**config.mk**
```make
export PLATFORM = sky130hd
export DESIGN_NAME = pci_bridge_status_control_cfg
export DESIGN_NICKNAME = d
export VERILOG_FILES = /design/src/pkg/bridge_cfg_pkg.sv /design/src/rtl/page_reg_mem.sv /design/src/rtl/pci_bridge_status_control_cfg.sv
export SDC_FILE = /design/constraint.sdc
export NUM_CORES = 1
export LEC_CHECK = 0
export BUFFER_PORTS_ARGS = -buffer_cell sky130_fd_sc_hd__buf_2
export CORE_ASPECT_RATIO = 1.1
export CORE_MARGIN = 2
export CORE_UTILIZATION = 41
export CTS_BUF_LIST = sky130_fd_sc_hd__clkbuf_4 sky130_fd_sc_hd__clkbuf_8
export CTS_CLUSTER_SIZE = 16
export DETAILED_ROUTE_END_ITERATION = 10
export PLACE_DENSITY = 0.65
export SYNTH_ARGS = -nofsm -noshare
export SYNTH_HDL_FRONTEND = slang
export SYNTH_SLANG_ARGS = --single-unit
```
**constraint.sdc**
```tcl
create_clock -name clk -period 2.35 [get_ports clk]
set_input_delay 0.47 -clock clk [delete_from_list [all_inputs] [get_ports clk]]
set_output_delay 0.47 -clock clk [all_outputs]
set_load 0.01 [all_outputs]
```
**src/pkg/bridge_cfg_pkg.sv**
```systemverilog
package bridge_cfg_pkg;

   // configuration-space byte offsets
   localparam logic [7:0] OFF_STATUS_LO = 8'h06;
   localparam logic [7:0] OFF_STATUS_HI = 8'h07;
   localparam logic [7:0] OFF_REVISION = 8'h08;
   localparam logic [7:0] OFF_CONTROL = 8'h40;

   // device status field positions within the 16-bit word
   localparam int STAT_MASTER_ABORT_BIT = 13;
   localparam int STAT_RCVD_TARGET_ABORT_BIT = 12;
   localparam int STAT_SIG_TARGET_ABORT_BIT = 11;
   localparam int STAT_SELECT_TIMING_LSB = 9;
   localparam logic [15:0] STATUS_RESET = 16'h0200;
   localparam logic [1:0] SELECT_TIMING_MEDIUM = 2'h1;

   // bridge control layout
   localparam int CTRL_PAGE_ALIAS_BIT = 6;
   localparam logic [7:0] CONTROL_RESET = 8'h20;
   localparam logic [7:0] CONTROL_WRITE_MASK = 8'h7F;

   // revision stepping, arbitrary value
   localparam logic [3:0] REVISION_STEPPING = 4'h1;

   // i/o decode of the reserved page registers
   localparam logic [15:0] PAGE_BASE_ADDR = 16'h0080;
   localparam logic [15:0] ALIAS_BASE_ADDR = 16'h0090;
   localparam logic [15:0] PORT92_ADDR = 16'h0092;

   // page register storage: sixteen page bytes plus port 92h
   localparam int PAGE_MEM_DEPTH = 32;
   localparam int PAGE_MEM_AW = 5;
   localparam logic [4:0] PORT92_INDEX = 5'h10;

   // i/o cycle phases
   typedef enum logic [0:0] {
      IO_IDLE = 1'b0,
      IO_DONE = 1'b1
   } io_phase_t;

endpackage

```
**src/rtl/page_reg_mem.sv**
```systemverilog
module page_reg_mem
   import bridge_cfg_pkg::*;
(
   // clock and reset
   input wire logic clk,
   input wire logic rst,
   // write port
   input wire logic wr_en,
   input wire logic [PAGE_MEM_AW-1:0] wr_idx,
   input wire logic [7:0] wr_data,
   // read port
   input wire logic rd_en,
   input wire logic [PAGE_MEM_AW-1:0] rd_idx,
   output logic [7:0] rd_data_q
);

   logic [7:0] mem [PAGE_MEM_DEPTH];

   // storage array, no reset needed for data
   always_ff @(posedge clk) begin
      if (wr_en) begin
         mem[wr_idx] <= wr_data;
      end
   end

   // registered read data
   always_ff @(posedge clk or posedge rst) begin
      if (rst) begin
         rd_data_q <= 8'h00;
      end else if (rd_en) begin
         rd_data_q <= mem[rd_idx];
      end
   end

endmodule

```
**src/rtl/pci_bridge_status_control_cfg.sv**
```systemverilog
module pci_bridge_status_control_cfg
   import bridge_cfg_pkg::*;
(
   // clock and reset
   input wire logic clk,
   input wire logic rst,
   // configuration access, byte wide
   input wire logic cfg_rd,
   input wire logic cfg_wr,
   input wire logic [7:0] cfg_addr,
   input wire logic [7:0] cfg_wdata,
   output logic [7:0] cfg_rdata_q,
   output logic cfg_ack_q,
   // pci bus events, one-cycle pulses
   input wire logic master_abort_evt,
   input wire logic rcvd_target_abort_evt,
   input wire logic sig_target_abort_evt,
   // i/o cycle decode
   input wire logic io_req,
   input wire logic io_wr,
   input wire logic [15:0] io_addr,
   input wire logic [7:0] io_wdata,
   output logic io_ack_q,
   output logic io_claim_q,
   output logic io_fwd_q,
   output logic [7:0] io_rdata_q,
   // control view
   output logic page_alias_control_q
);

   // true when the address lies in the 16-byte window at base
   function automatic logic in_window(input logic [15:0] a, input logic [15:0] base);
      in_window = (a[15:4] == base[15:4]);
   endfunction

   logic master_abort_flag_q;
   logic received_target_abort_flag_q;
   logic signalled_target_abort_flag_q;
   logic [7:0] bridge_control_q;
   logic [7:0] cfg_rdata_d;
   logic [15:0] device_status;
   logic [7:0] revision_identifier;
   io_phase_t io_phase_q;

   // write decode and one-to-clear strobes
   wire wr_status_hi = cfg_wr && (cfg_addr == OFF_STATUS_HI);
   wire wr_control = cfg_wr && (cfg_addr == OFF_CONTROL);
   wire clr_master_abort = wr_status_hi && cfg_wdata[STAT_MASTER_ABORT_BIT-8];
   wire clr_rcvd_abort = wr_status_hi && cfg_wdata[STAT_RCVD_TARGET_ABORT_BIT-8];

   // sticky flags: an event in the clear cycle still sets
   wire master_abort_flag_d = master_abort_evt | (master_abort_flag_q & ~clr_master_abort);
   wire received_target_abort_flag_d = rcvd_target_abort_evt |
      (received_target_abort_flag_q & ~clr_rcvd_abort);
   wire signalled_target_abort_flag_d = sig_target_abort_evt | signalled_target_abort_flag_q;
   wire [7:0] bridge_control_d = wr_control ? (cfg_wdata & CONTROL_WRITE_MASK) : bridge_control_q;

   // status word: bit 15, bit 14 and bits 8:0 are constant zero
   assign device_status = {2'b00, master_abort_flag_q, received_target_abort_flag_q,
      signalled_target_abort_flag_q, SELECT_TIMING_MEDIUM, 9'h000};
   assign revision_identifier = {4'h0, REVISION_STEPPING};

   // configuration read mux, unmapped offsets read zero
   always_comb begin
      if (cfg_addr == OFF_STATUS_LO) begin
         cfg_rdata_d = device_status[7:0];
      end else if (cfg_addr == OFF_STATUS_HI) begin
         cfg_rdata_d = device_status[15:8];
      end else if (cfg_addr == OFF_REVISION) begin
         cfg_rdata_d = revision_identifier;
      end else if (cfg_addr == OFF_CONTROL) begin
         cfg_rdata_d = bridge_control_q;
      end else begin
         cfg_rdata_d = 8'h00;
      end
   end

   // status flags
   always_ff @(posedge clk or posedge rst) begin
      if (rst) begin
         master_abort_flag_q <= STATUS_RESET[STAT_MASTER_ABORT_BIT];
         received_target_abort_flag_q <= STATUS_RESET[STAT_RCVD_TARGET_ABORT_BIT];
         signalled_target_abort_flag_q <= STATUS_RESET[STAT_SIG_TARGET_ABORT_BIT];
      end else begin
         master_abort_flag_q <= master_abort_flag_d;
         received_target_abort_flag_q <= received_target_abort_flag_d;
         signalled_target_abort_flag_q <= signalled_target_abort_flag_d;
      end
   end

   // control register and configuration answer
   always_ff @(posedge clk or posedge rst) begin
      if (rst) begin
         bridge_control_q <= CONTROL_RESET;
         page_alias_control_q <= CONTROL_RESET[CTRL_PAGE_ALIAS_BIT];
         cfg_rdata_q <= 8'h00;
         cfg_ack_q <= 1'b0;
      end else begin
         bridge_control_q <= bridge_control_d;
         page_alias_control_q <= bridge_control_d[CTRL_PAGE_ALIAS_BIT];
         cfg_rdata_q <= cfg_rd ? cfg_rdata_d : cfg_rdata_q;
         cfg_ack_q <= cfg_rd | cfg_wr;
      end
   end

   // i/o decode of page registers, aliases and port 92h
   wire aliasing = ~bridge_control_q[CTRL_PAGE_ALIAS_BIT];
   wire hit_port92 = (io_addr == PORT92_ADDR);
   wire hit_low = in_window(io_addr, PAGE_BASE_ADDR);
   wire hit_high = in_window(io_addr, ALIAS_BASE_ADDR) && !hit_port92;
   wire hit_page = hit_low | (hit_high & aliasing);
   wire io_claim_d = io_req & (hit_page | hit_port92);
   wire io_fwd_d = io_req & ((hit_page & io_wr) | (hit_high & ~aliasing));
   wire [PAGE_MEM_AW-1:0] mem_idx = hit_port92 ? PORT92_INDEX : {1'b0, io_addr[3:0]};

   page_reg_mem u_page_mem (
      .clk(clk),
      .rst(rst),
      .wr_en(io_claim_d & io_wr),
      .wr_idx(mem_idx),
      .wr_data(io_wdata),
      .rd_en(io_claim_d & ~io_wr),
      .rd_idx(mem_idx),
      .rd_data_q(io_rdata_q)
   );

   // i/o answer, one cycle after the request
   always_ff @(posedge clk or posedge rst) begin
      if (rst) begin
         io_phase_q <= IO_IDLE;
         io_ack_q <= 1'b0;
         io_claim_q <= 1'b0;
         io_fwd_q <= 1'b0;
      end else begin
         io_phase_q <= io_req ? IO_DONE : IO_IDLE;
         io_ack_q <= io_req;
         io_claim_q <= io_claim_d;
         io_fwd_q <= io_fwd_d;
      end
   end
endmodule

```
==> metrics.md <==
| Metric | Value |
|---|---|
| Syn_nets | about 420 |
| Initial detailed-routing violation count | 219 |
| Cells along the critical path | buf_2 > nor4bb_1 > buf_4 > o2111a_1 > nand3_1 > or4_1 > nor2_2 > buf_4 |
| Warnings, synthesis | 0 |
| Die width | 126 microns |
| H-tree level count | 4 |
| Post-synth EDFFs | between 100 and 150 |
| Setup Crit Path Kind | primary input to flop |
| Critical-path maximum fanout | 6 |
| Number of nets in the final layout | about 550 |
| Maximum number of pins on one net before global-route repair | 31 |
| Number of register bits inferred by synthesis | 165 |
| Detail-routed net length per standard cell | 19.3 microns |
| Initial Utilization | 41.3% |
| Via count of the first global-routing pass | 3976 |
| Most numerous cell in the Yosys netlist | sky130_fd_sc_hd__edfxtp_1 |
| Fraction of synthesized cell area taken by the top area cell type | slightly above 60% |
| Antenna Nets Post-Route | 0 |
| CP Buf/Inv Count | 3 |
| Cell taking the most area after synthesis | sky130_fd_sc_hd__edfxtp_1 |
| All-layer global routing usage | between 15 and 20% |
| Most prevalent standard cell on the critical path | sky130_fd_sc_hd__buf_4 |
| Max rail drop VDD | ~380 uV |
| Post-Route WL | approximately 14000 microns |
| Fmax achieved | approximately 0.47 GHz |
| Initial antenna violation count | 0 |
| Final period demand of the worst path | between 2 and 2.5 ns |
| Number of endpoints failing setup at the final stage | 0 |
| Maximum capacitance violations | 0 |
| Maximum root-to-sink buffer count | 2 |
| Capture point of the worst reg-to-reg path | u_page_mem.mem[2][5]$_DFFE_PP_ |
| Slew of the pin with the lowest slew margin | 0.537 ns |
| Critical path arrival | around 2.3 ns |
| Count of inserted antenna diode cells | 0 |
| Synth Instances | ~380 |
| Filler cell count | 1392 |
| Netlist area before placement | about 0.0067 sq mm |
| Power density of the placed cells | between 600 and 700 mW/mm^2 |
| Number of buffers inserted by post-CTS setup repair | 0 |
| Endpoint required time on the critical path | between 2 and 3 ns |
| Ratio of cells with drive above 1 in the final layout | between 30 and 40% |
| Area growth from synthesis to layout | 20.0% |
| Non-filler cells in the finished layout | just over 700 |
| Category of the worst setup path capture point | flop |
| Post-CTS clock slew at the launch and capture registers of the worst setup and hold paths | 0.09 ns |
| Run status | finished, final reports clean |
| Startpoint of the most critical register-to-register path | bridge_control_q[6]$_DFFE_PP0P_ |
| Number of different library cells in the post-synthesis netlist | roughly 50 |
| Vertical extent of the die | approximately 140 microns |
| Die ar. | between 0.015 and 0.02 sq mm |
| Critical Path Source | io_addr[5] |
| RSZ-0062 raised after global routing | no |
| Post-route clock skew | 0.0102 ns |
| Power, Total | about 5.4 mW |
| Number of buffers inserted by hold repair at cts | 0 |
| Total iterations of the first detailed-routing run | 4 |
| Path type of the worst min-delay path | primary input to async pin |
| Number of clock sinks seen by CTS | between 150 and 200 |
| Critical path depth in cells | 8 |
| Cell leakage power | 2.95 nW |
| Number of placed I/O pins | 70 |
| Total of cells resized after clock tree synthesis | 0 |
| Half-perimeter wire length after detailed placement | slightly below 10000 microns |
| Synthesized area per cell | around 18 sq um |
| Largest stage delay on the critical path | about 0.52 ns |
| Async set or reset register ratio after synthesis | between 10% and 20% |
| Root Buffer Master | sky130_fd_sc_hd__clkbuf_8 |
| End point of the critical path | u_page_mem.mem[2][5]$_DFFE_PP_ |
| Ratio of routed vias to standard cells | 5.35 |
| RD Place Congestion | between 0.8 and 0.9 |
| Nature of the critical path startpoint | primary input |
| Slew headroom | a little under two thirds |
| Fin crit share | 89.9% |
| CTS tree | built |
| Total clock buffers created by CTS | 17 |
| List of most frequent post-synthesis cells | 136 x sky130_fd_sc_hd__edfxtp_1, 28 x sky130_fd_sc_hd__dfrtp_1, 20 x sky130_fd_sc_hd__mux4_2 |
| Cell count after placement | about 700 |
| DRC Markers | 0 |
| Total of buffers placed on input and output ports | 67 |
| Sequential area share after synthesis | between 70 and 80% |
| Kind of cell adding the most delay to the critical path | simple AND/OR/NAND/NOR gates |
| Wire length of the first global-routing pass | ~22000 microns |
| Clock insertion delay at the later pin of the skew report | around 0.45 ns |
| Primary flip-flop cell chosen by synthesis mapping | sky130_fd_sc_hd__edfxtp_1 |
| Final count of hold timing violations | 0 |
| R2R setup slack | about 0.26 ns |
| Worst Reg-to-Reg Cells | 6 |
| Cells taking the most area after synthesis | sky130_fd_sc_hd__edfxtp_1 61%, sky130_fd_sc_hd__dfrtp_1 10%, sky130_fd_sc_hd__mux4_2 6.7% |
| Core ar. | between 0.015 and 0.02 sq mm |
| Max-slew violation count | 0 |
| Standard-cell rows | just under 50 |
| Remaining global-route overflow | 0 |
| Vias | between 3000 and 4000 |
| Critical-path cell with the highest stage delay | sky130_fd_sc_hd__or4_1 |
| Post-Route Hold Slack | between 0.07 and 0.08 ns |
-- kinds of logic (layout without fill, tap and decap cells) --
kind of cell           Yosys count  in the layout  synth area share [%]
other                            1              1                0.0560
and+or+nand+nor                 77             77                  6.69
muxes                           56             56                  13.8
AOI/OAI and AO/OA               49             49                  5.42
buffers and inverters           27            163                  2.15
DFF                            165            165                  71.9
-- state kept, by name, indices dropped and copies added (netlist names) --
register	flops
bridge_control_q	7
io_fwd_q	1
master_abort_flag_q	1
io_claim_q	1
io_ack_q	1
signalled_target_abort_flag_q	1
cfg_ack_q	1
u_page_mem.mem	136
u_page_mem.rd_data_q	8
received_target_abort_flag_q	1
cfg_rdata_q	7
-- power by group --
part | switching (mW) | internal (mW)
clock network | 1.01 | 0.886
logic | 0.180 | 0.136
registers | 0.00657 | 3.18
-- worst reg2reg max path, delay by kind of cell (launching register included) --
family / cells / cell delay [ns]
simple gates: 4 / 0.92
flops: 1 / 0.43
buf+inv: 1 / 0.16
compound gates: 1 / 0.28
-- layout make-up --
class | instances | area (sq um) | area share (%)
inverters | 10 | 37.5 | 0.467
clock inverters | 13 | 126 | 1.57
well taps | 204 | 255 | 3.18
flip-flops and latches | 165 | 4810 | 59.9
clock buffers | 19 | 255 | 3.18
repair buffers | 121 | 778 | 9.69
multi-input cells | 183 | 1770 | 22.0
-- per-layer routing --
layer | global-route usage, % | routed length, microns | up-vias
met3 | 5.11 | 1090 | 18
met1 | 21.5 | 5560 | 1915
met2 | 26.9 | 6890 | 143
met5 | 0 | 0 | -
met4 | 7.06 | 244 | 0
li1 | - | - | 1747
-- worst min-delay path by stage --
| stage | from | end | depth (start not counted) |
|---|---|---|---|
| floorplan | signalled_target_abort_flag_q$_DFF_PP0_ | signalled_target_abort_flag_q$_DFF_PP0_ | 1 |
| global placement | signalled_target_abort_flag_q$_DFF_PP0_ | signalled_target_abort_flag_q$_DFF_PP0_ | 1 |
| detailed placement | master_abort_flag_q$_DFF_PP0_ | master_abort_flag_q$_DFF_PP0_ | 1 |
| CTS | rst | io_ack_q$_DFF_PP0_ | 3 |
| global route | rst | io_ack_q$_DFF_PP0_ | 3 |
| finish | rst | io_fwd_q$_DFF_PP0_ | 3 |
-- cell usage in the layout, fill, tap and decap left out, drive strengths merged, types with 3 or more instances in the layout --
cell / instances
clkinvlp: 5
edfxtp: 136
clkbuf: 19
nor2b: 3
nor4: 6
nor3: 8
inv: 11
o2bb2ai: 3
mux2: 12
nand2: 15
mux2i: 18
mux4: 26
a21o: 3
a211oi: 4
nor2: 15
a221o: 3
a21oi: 10
or2: 3
buf: 121
and3: 3
nand3: 10
dfrtp: 28
a22oi: 4
o21ai: 12
clkinv: 6
-- through the flow --
stage               TNS (ns)  worst slack, ns  instance area [sq um]  util, %
finish                     0            0.237                   8030     49.6
global route               0            0.133                   8030     49.6
CTS                        0            0.279                   8030     49.6
detailed placement     -4.18           -0.185                   7650     47.3
global placement       -5.47           -0.220                   7650     47.3
floorplan             -11.46           -0.224                   6730        -
Note: power is estimated with default switching activity, not from simulation.
